==> config.mk <==
export PLATFORM = sky130hd
export DESIGN_NAME = lcd_port_pin_switch
export DESIGN_NICKNAME = d
export VERILOG_FILES = /design/src/design/lcd_port_pin_switch.v /design/src/design/pin_switch_cell.v
export VERILOG_INCLUDE_DIRS = /design/src /design/src/design
export SDC_FILE = /design/constraint.sdc
export NUM_CORES = 1
export LEC_CHECK = 0
export BUFFER_PORTS_ARGS = -buffer_cell sky130_fd_sc_hd__buf_4
export CAP_MARGIN = 20
export CORE_UTILIZATION = 44
export DETAILED_ROUTE_END_ITERATION = 8
export PLACE_DENSITY = 0.89
export SETUP_SLACK_MARGIN = 0.2
export SLEW_MARGIN = 20
export SYNTH_ARGS = -nofsm -noshare
export SYNTH_HDL_FRONTEND = slang
export SYNTH_HIERARCHICAL = 1
export SYNTH_SLANG_ARGS = --single-unit
==> constraint.sdc <==
create_clock -name clk -period 1.3 [get_ports clk]
set_input_delay 0.195 -clock clk [delete_from_list [all_inputs] [get_ports clk]]
set_output_delay 0.195 -clock clk [all_outputs]
set_load 0.01 [all_outputs]
==> src/design/lcd_port_pin_switch_map.vh <==
// Register map and field layout of the display pin switch.
// Assumes APB word addressing: byte address is four times a register index.
`ifndef LCD_PORT_PIN_SWITCH_MAP_VH
`define LCD_PORT_PIN_SWITCH_MAP_VH

// ----------------------------------------------------------------
// Register indices (byte address = index * 4)
// ----------------------------------------------------------------
`define BACKPLANE_PIN_SELECT_INDEX 6'h0B
`define DISPLAY_CONTROL_ONE_INDEX  6'h0C
`define PIN_LEVEL_INDEX            6'h0D

// ----------------------------------------------------------------
// Field positions in the 32-bit word view; digit and segment bits are within the control byte
// ----------------------------------------------------------------
`define BACKPLANE_LSB        8
`define BACKPLANE_MSB        11
`define DISPLAY_CONTROL_LSB  8
`define DISPLAY_CONTROL_MSB  15
`define UPPER_DIGIT_BIT      6
`define LOWER_DIGIT_BIT      5
`define SEG_LOW_MSB          3
`define PIN_LEVEL_BP_LSB     0
`define PIN_LEVEL_BP_MSB     3
`define PIN_LEVEL_DIGIT_LSB  8
`define PIN_LEVEL_DIGIT_MSB  15

// ----------------------------------------------------------------
// Reset values and write masks
// ----------------------------------------------------------------
`define BACKPLANE_RESET       4'h0
`define DISPLAY_CONTROL_RESET 8'h00
`define DISPLAY_CONTROL_WMASK 8'h6F
`define WORD_ZERO             32'h0000_0000

`endif

==> src/design/lcd_port_pin_switch.v <==
// Port/display pin switch: APB registers select port or display use of
// four backplane pins and eight digit pins, and gate their input paths.
// Assumes an APB master on clk; pads are asynchronous; display driver
// outputs are on clk.
//
// Decided for this implementation: the APB slave port.
`timescale 1ns/100ps
`include "lcd_port_pin_switch_map.vh"

module lcd_port_pin_switch #(
	parameter BP_PINS    = 4,
	parameter DIGIT_PINS = 8,
	parameter ADDR_W     = 8
) (
	// Clock and reset
	input  wire                  clk,
	input  wire                  nrst,
	// APB slave
	input  wire                  psel,
	input  wire                  penable,
	input  wire                  pwrite,
	input  wire [ADDR_W-1:0]     paddr,
	input  wire [31:0]           pwdata,
	output wire [31:0]           prdata,
	output wire                  pready,
	output wire                  pslverr,
	// Backplane shared pins, port side
	input  wire [BP_PINS-1:0]    bp_port_dout,
	input  wire [BP_PINS-1:0]    bp_port_dir,
	output wire [BP_PINS-1:0]    bp_port_din,
	// Digit shared pins, port side
	input  wire [DIGIT_PINS-1:0] digit_port_dout,
	input  wire [DIGIT_PINS-1:0] digit_port_dir,
	output wire [DIGIT_PINS-1:0] digit_port_din,
	// Display driver side
	input  wire [BP_PINS-1:0]    common_drive,
	input  wire [DIGIT_PINS-1:0] segment_drive,
	output wire [3:0]            seg_low_select,
	// Backplane shared pins, pad side
	input  wire [BP_PINS-1:0]    bp_pad_in,
	output wire [BP_PINS-1:0]    bp_pad_out,
	output wire [BP_PINS-1:0]    bp_pad_oe_n,
	// Digit shared pins, pad side
	input  wire [DIGIT_PINS-1:0] digit_pad_in,
	output wire [DIGIT_PINS-1:0] digit_pad_out,
	output wire [DIGIT_PINS-1:0] digit_pad_oe_n
);

	localparam HALF = DIGIT_PINS / 2;

	reg  [3:0]            backplane_pin_select_reg;
	reg  [3:0]            backplane_pin_select_next;
	reg  [7:0]            display_control_one_reg;
	reg  [7:0]            display_control_one_next;
	reg  [31:0]           prdata_reg;
	reg  [31:0]           prdata_next;
	reg                   pslverr_reg;
	reg                   pslverr_next;
	reg  [BP_PINS-1:0]    bp_sel;
	reg  [BP_PINS-1:0]    bp_block;
	reg  [DIGIT_PINS-1:0] digit_sel;
	reg  [DIGIT_PINS-1:0] digit_block;
	wire                  upper_digit_drive_select;
	wire                  lower_digit_drive_select;
	wire                  setup_phase;
	wire                  access_phase;
	wire                  bps_hit;
	wire                  dc1_hit;
	wire                  lvl_hit;
	wire                  any_hit;

	// ----------------------------------------------------------------
	// Address decode
	// ----------------------------------------------------------------
	// Word-aligned match; the two low address bits are ignored
	function addr_match;
		input [ADDR_W-1:0] addr;
		input [5:0]        index;
		begin
			addr_match = (addr[7:2] == index);
		end
	endfunction

	assign setup_phase  = psel & ~penable;
	assign access_phase = psel & penable;
	assign bps_hit      = addr_match(paddr, `BACKPLANE_PIN_SELECT_INDEX);
	assign dc1_hit      = addr_match(paddr, `DISPLAY_CONTROL_ONE_INDEX);
	assign lvl_hit      = addr_match(paddr, `PIN_LEVEL_INDEX);
	assign any_hit      = bps_hit | dc1_hit | lvl_hit;

	// ----------------------------------------------------------------
	// Register writes
	// ----------------------------------------------------------------
	// Writes take effect only at the access edge, where pready is high
	always @* begin
		backplane_pin_select_next = backplane_pin_select_reg;
		display_control_one_next  = display_control_one_reg;
		if (access_phase && pwrite && bps_hit) begin
			// Upper bits of the byte are unimplemented
			backplane_pin_select_next =
				pwdata[`BACKPLANE_MSB:`BACKPLANE_LSB];
		end
		if (access_phase && pwrite && dc1_hit) begin
			display_control_one_next =
				pwdata[`DISPLAY_CONTROL_MSB:`DISPLAY_CONTROL_LSB] &
				`DISPLAY_CONTROL_WMASK;
		end
	end

	always @(posedge clk or negedge nrst) begin
		if (!nrst) begin
			backplane_pin_select_reg <= `BACKPLANE_RESET;
			display_control_one_reg  <= `DISPLAY_CONTROL_RESET;
		end else begin
			backplane_pin_select_reg <= backplane_pin_select_next;
			display_control_one_reg  <= display_control_one_next;
		end
	end

	// ----------------------------------------------------------------
	// Read data and error
	// ----------------------------------------------------------------
	// Read data is latched in the setup cycle, so the access phase
	// completes with no wait state and prdata comes from a flip-flop.
	always @* begin
		prdata_next  = prdata_reg;
		pslverr_next = pslverr_reg;
		if (setup_phase) begin
			prdata_next  = `WORD_ZERO;
			pslverr_next = ~any_hit;
			if (!pwrite) begin
				if (bps_hit) begin
					prdata_next[`BACKPLANE_MSB:`BACKPLANE_LSB] =
						backplane_pin_select_reg;
				end
				if (dc1_hit) begin
					prdata_next[`DISPLAY_CONTROL_MSB:`DISPLAY_CONTROL_LSB] =
						display_control_one_reg;
				end
				if (lvl_hit) begin
					prdata_next[`PIN_LEVEL_BP_MSB:`PIN_LEVEL_BP_LSB] =
						bp_port_din;
					prdata_next[`PIN_LEVEL_DIGIT_MSB:`PIN_LEVEL_DIGIT_LSB] =
						digit_port_din;
				end
			end
		end
	end

	always @(posedge clk or negedge nrst) begin
		if (!nrst) begin
			prdata_reg  <= `WORD_ZERO;
			pslverr_reg <= 1'b0;
		end else begin
			prdata_reg  <= prdata_next;
			pslverr_reg <= pslverr_next;
		end
	end

	assign prdata  = prdata_reg;
	assign pready  = 1'b1;
	assign pslverr = pslverr_reg & access_phase;

	// ----------------------------------------------------------------
	// Pin function selection
	// ----------------------------------------------------------------
	assign upper_digit_drive_select =
		display_control_one_reg[`UPPER_DIGIT_BIT];
	assign lower_digit_drive_select =
		display_control_one_reg[`LOWER_DIGIT_BIT];
	assign seg_low_select = display_control_one_reg[`SEG_LOW_MSB:0];

	integer i;

	always @* begin
		bp_sel      = {BP_PINS{1'b0}};
		bp_block    = {BP_PINS{1'b0}};
		digit_sel   = {DIGIT_PINS{1'b0}};
		digit_block = {DIGIT_PINS{1'b0}};
		for (i = 0; i < BP_PINS; i = i + 1) begin
			// Each pin follows its own select bit
			bp_sel[i]   = backplane_pin_select_reg[i];
			// The lowest bit kills input on the whole group
			bp_block[i] = backplane_pin_select_reg[0] | bp_sel[i];
		end
		for (i = 0; i < HALF; i = i + 1) begin
			digit_sel[i + HALF]   = upper_digit_drive_select;
			digit_block[i + HALF] = upper_digit_drive_select;
			digit_sel[i]          = lower_digit_drive_select;
			// Lower pins lose input while upper pins are segments
			// and lower pins are left on the port.
			digit_block[i] = lower_digit_drive_select |
				(upper_digit_drive_select &
				~lower_digit_drive_select);
		end
	end

	// ----------------------------------------------------------------
	// Pin cells
	// ----------------------------------------------------------------
	genvar g;

	generate
		for (g = 0; g < BP_PINS; g = g + 1) begin : bp_cell
			pin_switch_cell u_cell (
				.clk         (clk),
				.nrst        (nrst),
				.display_sel (bp_sel[g]),
				.input_block (bp_block[g]),
				.port_dout   (bp_port_dout[g]),
				.port_dir    (bp_port_dir[g]),
				.port_din    (bp_port_din[g]),
				.drive_dout  (common_drive[g]),
				.pad_in      (bp_pad_in[g]),
				.pad_out     (bp_pad_out[g]),
				.pad_oe_n    (bp_pad_oe_n[g])
			);
		end
		for (g = 0; g < DIGIT_PINS; g = g + 1) begin : digit_cell
			pin_switch_cell u_cell (
				.clk         (clk),
				.nrst        (nrst),
				.display_sel (digit_sel[g]),
				.input_block (digit_block[g]),
				.port_dout   (digit_port_dout[g]),
				.port_dir    (digit_port_dir[g]),
				.port_din    (digit_port_din[g]),
				.drive_dout  (segment_drive[g]),
				.pad_in      (digit_pad_in[g]),
				.pad_out     (digit_pad_out[g]),
				.pad_oe_n    (digit_pad_oe_n[g])
			);
		end
	endgenerate

endmodule

==> src/design/pin_switch_cell.v <==
// One shared pin: port path or display drive path, with blockable input.
// Assumes pad_in is asynchronous to clk; all other inputs are on clk.
`timescale 1ns/100ps

module pin_switch_cell (
	// Clock and reset
	input  wire clk,
	input  wire nrst,
	// Selection
	input  wire display_sel,
	input  wire input_block,
	// Port logic side
	input  wire port_dout,
	input  wire port_dir,
	output wire port_din,
	// Display driver side
	input  wire drive_dout,
	// Pad side
	input  wire pad_in,
	output wire pad_out,
	output wire pad_oe_n
);

	reg sync1_reg;
	reg sync2_reg;
	reg port_din_reg;
	reg pad_out_reg;
	reg pad_oe_n_reg;

	// ----------------------------------------------------------------
	// Input synchroniser and blocking
	// ----------------------------------------------------------------
	always @(posedge clk or negedge nrst) begin
		if (!nrst) begin
			sync1_reg    <= 1'b0;
			sync2_reg    <= 1'b0;
			port_din_reg <= 1'b0;
		end else begin
			sync1_reg    <= pad_in;
			sync2_reg    <= sync1_reg;
			// Blocked input reads low, never the terminal level
			port_din_reg <= input_block ? 1'b0 : sync2_reg;
		end
	end

	// ----------------------------------------------------------------
	// Output path
	// ----------------------------------------------------------------
	always @(posedge clk or negedge nrst) begin
		if (!nrst) begin
			pad_out_reg  <= 1'b0;
			pad_oe_n_reg <= 1'b1;
		end else if (display_sel) begin
			// Port data and direction are ignored here
			pad_out_reg  <= drive_dout;
			pad_oe_n_reg <= 1'b0;
		end else begin
			pad_out_reg  <= port_dout;
			pad_oe_n_reg <= ~port_dir;
		end
	end

	assign port_din = port_din_reg;
	assign pad_out  = pad_out_reg;
	assign pad_oe_n = pad_oe_n_reg;

endmodule

==> flow_summary.ini, run 1 <==
[synth]
ys_top_cells_by_count = dfrtp_1, buf_4, mux2_4
yosys.area.top_type_share = 0.576
yosysUniqueCellTypes = 28
synth_ff_type = dfrtp_1
synth-edff-count = 0
yosysSeqAreaShare = 0.678
syn_area_um2 = 3090
yosys-top-cells-area = dfrtp_1, dfstp_2, mux2_4, buf_4, nor2b_1
async_reset_ff_frac = 1.00
yosysMostFrequentCell = dfrtp_1
synth.largest_area_cell = dfrtp_1
ys_ff_latch = 83
yosysWarnings = 6
avgSynthCellArea_um2 = 15.3
synthCells = 202

[power_and_ir_drop]
cellPowerDensity_nw_per_um2 = 1160
peakVddDrop_uv = 776
total_leakage_power_nw = 2.48

[setup_path]
cp_max_fo = 6
rrSetupSlack_ps = 100
crit_end = display_control_one_reg[5]
path_class = in -> reg
worstSetupStartpoint = paddr[6]
rr_worst_depth = 2
cp-start-kind = primary input
cp-end-kind = flop
r2r-end = prdata[11]
crit_arrival_ps = 1600
cp.required_ps = 1530
r2r-start = digit_cell[3].u_cell/port_din

[timing]
setup_viol = 7
fin_crit_ps = 1370
fin_crit_sh = 1.06
hold_viol = 0
skew_ps = 6.91
fin_setup_tns_ps = -402
fin_ws_ps = -73.1
maxSlewViolCount = 0
fmax_ghz = 0.728
hold_slack_ps = 77.2
rsz0062_at_grt = true

[worst_hold_path]
holdCritPathClass = in -> reg

[global_route]
antenna_found_initial = 0
grt_max_degree = 31
grt_pass1_vias = 2287
grt_pass1_wl_um = 10900
grt_overflow = 0
grt_usage = 0.201

[cts]
htreeDepth = 3
clock_sinks = 83
cts.clk_slew.worst_paths_ps = 90
clockBufferDepth = 2
clk_latency_ps = 340
root_buffer = clkbuf_8
cts_tree = done
numCtsBuffers = 9

[layout]
area_growth_syn_to_layout_pct = 60.8
finalNetCount = 475
largest_reg_flops = 12
fillCellCount = 469
fin_area_um2 = 4960
drive_above_1_share = 0.568
antenna_cells = 0

[routing]
drc = 0
drt_first_iter_violations = 74
first_pass_iters = 4
vias = 2235
vias_per_cell = 4.63
antenna_left = 0
wl_um = 7440
wire_per_inst_um = 15.4

[run]
maxCapViolCount = 0

[floorplan]
start_util = 0.454
io_pins = 167
die_area_um2 = 7350
core_um2 = 6790
die-height_um = 85.8
rows = 30
die_x_um = 85.8

[placed_design]
dp_hpwl_um = 4750
gp_congestion = 0.783
io_buffers = 117
placed_cell_area_um2 = 4110

[status]
violations = setup timing
status = finished with violations
## per-layer routing
metal	GRT usage	routed length, µm
met4	0.0955	117
met1	0.209	2660
met5	0	0
met2	0.371	4260
met3	0.0577	406
## through the flow
stage / setup slack, ps / cells / power (W) / utilization
3_3_place_gp: -415 / 423 / 0.00342 / 0.605
3_5_place_dp: -441 / 423 / 0.00344 / 0.605
5_1_grt: -56.5 / 483 / 0.00598 / 0.730
6_report: -73.1 / 483 / 0.00574 / 0.730
2_1_floorplan: -337 / 221 / 0.00309 / -
4_1_cts: -48.8 / 470 / 0.00572 / 0.698
## cell families (layout without fill, tap and decap cells)
group	count (synthesis)	in the layout	share of synthesized area
flip-flops	83	83	0.678
AND/OR/NAND/NOR	42	42	0.0799
buffers and inverters	30	196	0.0693
multiplexers	27	27	0.119
AO/OA/AOI/OAI	18	18	0.0515
other	2	21	0.00243
## how the worst min path moves through the flow
stage | slack, ps | end | startpoint | depth (start not counted)
2_1_floorplan | -100 | backplane_pin_select_reg[0] | nrst | 0
3_3_place_gp | 160 | prdata[3] | nrst | 1
3_5_place_dp | 170 | bp_cell[3].u_cell/port_din | nrst | 1
4_1_cts | 70 | digit_cell[2].u_cell/pad_out | segment_drive[2] | 2
5_1_grt | 50 | digit_cell[1].u_cell/pad_out | segment_drive[1] | 2
6_report | 80 | digit_cell[6].u_cell/pad_out | segment_drive[6] | 2
## power by group
part	internal, W	switching (W)
logic	0.000473	0.000303
registers	0.00272	0.0000731
clock network	0.00127	0.000909
## cells in the final DEF (no fill, tap or decap), drive strengths merged
master and n:
a21oi 1, a22o 5, a32o 7, and3 1, and3b 1, buf 155, bufinv 3, clkbuf 9
clkinv 3, clkinvlp 1, conb 21, dfrtp 71, dfstp 12, dlygate4sd3 25, mux2 24, mux2i 3
nand2 1, nand2b 2, nand3 1, nand3b 1, nor2 13, nor2b 12, nor3 2, nor4 1
o21ai 1, o2bb2ai 4, or2 4, or3b 2, or4 1
## critical path, stage by stage
cell,delay [ps]
buf_4,110
or3b_4,380
or4_4,580
mux2_4,330
## what timing repair did
action	in CTS	in global routing
hold buffers	25	0
setup buffers	6	13
pin swaps	5	8
endpoints found under the setup margin	38	65
resized for setup	24	31
hold endpoints to repair	43	0
## final cells by class
type	instances	area, µm²	share of cell area
clock buffers	9	124	0.0250
clock inverters	7	116	0.0234
multi-input cells	108	906	0.183
flip-flops and latches	83	2090	0.422
well taps	96	120	0.0242
repair buffers	180	1600	0.323
Note: power is estimated with default switching activity, not from simulation.
==> run 2, diff against run 1 <==
CORE_UTILIZATION = 40   (was 44)
HOLD_SLACK_MARGIN = 0.02   (was unset)
PLACE_DENSITY = 0.74   (was 0.89)
clock period = 1.2 ns   (was 1.3 ns; I/O delays follow)
==> run 2 against run 1 <==
The flow still finishes with violations (setup timing). Clock power down 6%. First-iteration DRC count down 1.4%. Critical path depth unchanged. Final area up 1.2%. Hold slack worse by 11 ps.
==> flow_summary.ini, run 2 (synthesis gave the netlist of run 1 again) <==
[global_route]
antenna_found_initial = 0
grt_usage = 0.178
grt_pass1_vias = 2286
grt_pass1_wl_um = 11200
grt_max_degree = 25
grt_overflow = 0

[timing]
fmax_ghz = 0.741
fin_crit_ps = 1350
maxSlewViolCount = 0
skew_ps = 10.7
hold_slack_ps = 65.7
fin_setup_tns_ps = -952
setup_viol = 10
hold_viol = 0
fin_ws_ps = -150
rsz0062_at_grt = true
fin_crit_sh = 1.12

[worst_hold_path]
holdCritPathClass = in -> reg
min_path_cells = 2

[layout]
finalNonFillerCells = 491
largest_reg_flops = 12
finalNetCount = 480
register_area_um2 = 2090
area_growth_syn_to_layout_pct = 62.6
antenna_cells = 0
drive_above_1_share = 0.571
final_common_cell = buf_4
fillCellCount = 524
final_cell_mix = buf_4, dfrtp_1, buf_6, dlygate4sd3_1, conb_1
multi_input_area_um2 = 882

[status]
violations = setup timing
status = finished with violations

[routing]
antenna_left = 0
wl_um = 7030
wire_per_inst_um = 14.3
vias = 2231
first_pass_iters = 4
vias_per_cell = 4.54
drt_first_iter_violations = 73
drc = 0

[cts]
numCtsBuffers = 9
cts_tree = done
root_buffer = clkbuf_8
clk_latency_ps = 330
htreeDepth = 3
clock_sinks = 83
cts.clk_slew.worst_paths_ps = 90
clockBufferDepth = 2

[setup_path]
cp-end-kind = flop
cp-start-kind = primary input
cp.required_ps = 1430
crit_arrival_ps = 1570
path_class = in -> reg
cp_max_fo = 6
rr_worst_depth = 2

[floorplan]
die_area_um2 = 8070
core_um2 = 7370
die_x_um = 89.8
start_util = 0.419
die-height_um = 89.8
rows = 31
io_pins = 167

[power_and_ir_drop]
total_leakage_power_nw = 2.50
cellPowerDensity_nw_per_um2 = 1180
power.total_w = 0.00590
peakVddDrop_uv = 823

[placed_design]
dp_hpwl_um = 4790
gp_congestion = 0.853
dpl.cell_count = 429
io_buffers = 117

[run]
maxCapViolCount = 0
==> run 2: changes by cell type in the layout (fill, tap and decap cells not counted), moves of 3 or more <==
cell	before	now
mux2_2	3	6
buf_6	44	62
buf_4	109	96
mux2_4	21	18
==> run 2: area by class of cell <==
type                            count  share of cell area
Sequential cell                    83               0.417
Timing Repair Buffer              185               0.340
Multi-Input combinational cell    108               0.176
Clock buffer                       10              0.0274
Tap cell                           99              0.0247
Clock inverter                      6              0.0145
==> run 2: stage by stage <==
step	setup WS, ps	util	area (µm²)
after global placement	-509	0.561	4140
after floorplan	-422	-	3160
final	-150	0.681	5020
after detailed placement	-519	0.561	4140
after CTS	-133	0.671	4950
after global routing	-155	0.681	5020
==> run 2: worst paths after layout <==
kind,slack [ps],to,startpoint
worst max-delay path,-150,display_control_one_reg[1],paddr[7]
worst min-delay path,70,bp_cell[2].u_cell/pad_out,common_drive[2]
worst max register to register,70,prdata[11],digit_cell[3].u_cell/port_din
worst min register to register,350,bp_cell[1].u_cell/sync2_reg,bp_cell[1].u_cell/sync1_reg
max in group asynchronous,360,digit_cell[2].u_cell/pad_oe_n,nrst
min in group asynchronous,280,prdata[0],nrst
==> run 2: power breakdown <==
group | total [W] | switching [W] | internal, W
clock network | 0.00204 | 0.000999 | 0.00104
logic | 0.000844 | 0.000315 | 0.000529
registers | 0.00302 | 0.0000809 | 0.00294
total | 0.00590 | 0.00140 | 0.00451
==> run 2: metal layers <==
layer  wire [µm]  track usage  up-vias
met5           0            0        -
met4         180       0.0970        0
li1            -            -     1015
met1        2730        0.221     1106
met2        3800        0.304       99
met3         314       0.0228       11
==> run 2: critical path: stages <==
cell and delay, ps:
buf_6 90, or3b_4 390, or4_4 580, mux2_4 340
==> run 2: repair_timing <==
item	in CTS	in global routing
pin swaps	10	4
resized for setup	66	4
endpoints found under the setup margin	84	87
hold endpoints to repair	43	0
hold buffers	25	0
buffers inserted	14	7
==> run 3, diff against run 2 <==
CORE_ASPECT_RATIO = 1.4   (was unset)
CORE_UTILIZATION = 41   (was 40)
SYNTH_HIERARCHICAL = unset   (was 1)
==> run 3 against run 2 <==
The flow now finishes without violations. Clock skew down 1.3 ps. Count of clock-buffer cells in the layout rose by 3. Hold slack got worse by 9.1 ps. Synthesized cell count is 27% higher. Total power shrank 1.7%. Maximum frequency rose by 15%. Via count rose by 6.4%. Clock power decreased by 5%. First-iteration DRC count up 42%. Non-clock buffer count up 14. Critical path type is now reg -> out. Critical endpoint is now pslverr.
==> flow_summary.ini, run 3 <==
[setup_path]
cp.buffers_inverters = 1
critPathMaxStageDelay_ps = 380
cp_num_cells = 2
cp_max_fo = 2
cp.required_ps = 1020
critPathTopFamily = flip-flops
rr_worst_depth = 2
cp-end-kind = primary output
cp-start-kind = flop
crit_chain = and3_1 -> buf_6
cp_slowest_cell = dfrtp_1
path_class = reg -> out
crit_arrival_ps = 1000

[global_route]
antenna_found_initial = 0
grt_pass1_wl_um = 11500
grt_max_degree = 35
grt_usage = 0.189
grt_pass1_vias = 2433
grt_overflow = 0

[floorplan]
die_area_um2 = 8460
die_x_um = 78.0
rows = 38
core_um2 = 7800
start_util = 0.426
die-height_um = 108
io_pins = 167

[synth]
synthCells = 257
yosys-top-cells-area = dfrtp_1, buf_4, dfstp_2, mux2_2, nand2_1
yosysSeqAreaShare = 0.630
async_reset_ff_frac = 1.00
yosys.area.top_type_share = 0.535
yosysWarnings = 0
avgSynthCellArea_um2 = 12.9
ys_ff_latch = 83
synth.largest_area_cell = dfrtp_1
synth-edff-count = 0
yosysMostFrequentCell = dfrtp_1
yosysUniqueCellTypes = 28
ys_top_cells_by_count = dfrtp_1, buf_4, mux2_2
syn_area_um2 = 3320
synth_ff_type = dfrtp_1

[power_and_ir_drop]
peakVddDrop_uv = 714
total_leakage_power_nw = 2.47
cellPowerDensity_nw_per_um2 = 1130
power.total_w = 0.00580

[cts]
clock_sinks = 83
cts.clk_slew.worst_paths_ps = 80
htreeDepth = 3
cts_tree = done
numCtsBuffers = 9
clockBufferDepth = 2
clk_latency_ps = 350
root_buffer = clkbuf_8

[layout]
finish.utilization = 0.660
finalNetCount = 515
largest_reg_flops = 12
final_common_cell = buf_4
antenna_cells = 0
finalNonFillerCells = 527
area_growth_syn_to_layout_pct = 55.1
final_cell_mix = buf_4, dfrtp_1, buf_6, dlygate4sd3_1, conb_1
drive_above_1_share = 0.550

[placed_design]
dp_hpwl_um = 5080
gp_congestion = 0.790
dpl.cell_count = 453
io_buffers = 117

[timing]
rsz0062_at_grt = true
hold_slack_ps = 56.6
fin_crit_sh = 0.981
fin_crit_ps = 1180
skew_ps = 9.39
maxSlewViolCount = 0
fmax_ghz = 0.850
hold_viol = 0
setup_viol = 0

[routing]
antenna_left = 0
vias_per_cell = 4.50
drt_first_iter_violations = 104
vias = 2374
wire_per_inst_um = 14.4
wl_um = 7600
first_pass_iters = 4
drc = 0

[status]
status = complete, no violations

[worst_hold_path]
holdCritPathClass = in -> reg
min_path_cells = 2

[run]
maxCapViolCount = 0
[run 3: layer usage]
metal,share of wire,GRT usage
met2,0.58,0.357
met5,0,0
met1,0.33,0.176
met3,0.052,0.0473
met4,0.037,0.130
[run 3: cell type report]
type	instances	area [µm²]
sequential	83	2090
timing repair buffer	199	1790
multi-input combinational	125	928
clock inverter	3	40.0
tap	100	125
inverter	4	15.0
fill	603	2650
clock buffer	13	149
[run 3: cells by family after synthesis]
| logic type | count (synthesis) | share of synthesized area |
|---|---|---|
| AO/OA/AOI/OAI | 18 | 0.0381 |
| flip-flops | 83 | 0.630 |
| AND/OR/NAND/NOR | 62 | 0.106 |
| multiplexers | 24 | 0.0807 |
| other | 2 | 0.00226 |
| buffers and inverters | 68 | 0.143 |
[run 3: path summary, 6_finish.rpt]
kind	startpoint	to	slack [ps]
hold reg to reg	digit_cell[5].u_cell.sync1_reg	digit_cell[5].u_cell.sync2_reg	350
setup / recovery	pslverr_reg	pslverr	20
hold / removal	segment_drive[4]	digit_cell[4].u_cell.pad_out	60
max in group asynchronous	nrst	digit_cell[2].u_cell.pad_oe_n	390
min in group asynchronous	nrst	prdata[8]	270
setup reg to reg	digit_cell[3].u_cell.port_din	prdata[11]	60
[run 3: per-stage QoR]
step	worst slack, ps	cell area (µm²)	setup TNS [ps]
final	23.0	5150	0
after global routing	-26.4	5150	-38.9
after CTS	2.17	4990	0
after detailed placement	-287	4160	-3840
after global placement	-268	4160	-3350
after floorplan	-160	3440	-1120
[run 3: what timing repair did]
| item | in CTS | in global routing |
|---|---|---|
| hold buffers | 25 | 0 |
| resized for setup | 67 | 15 |
| setup endpoints to repair | 77 | 76 |
| hold endpoints to repair | 45 | 0 |
| setup buffers | 19 | 14 |
| pin swaps | 12 | 6 |
[run 3: where the power goes]
part | switching [W] | leakage [nW] | total, W | internal (W)
sequential | 0.0000783 | 1.00 | 0.00302 | 0.00294
clock | 0.000919 | 0.0974 | 0.00193 | 0.00101
combinational | 0.000332 | 1.38 | 0.000847 | 0.000515
total | 0.00133 | 2.47 | 0.00580 | 0.00447
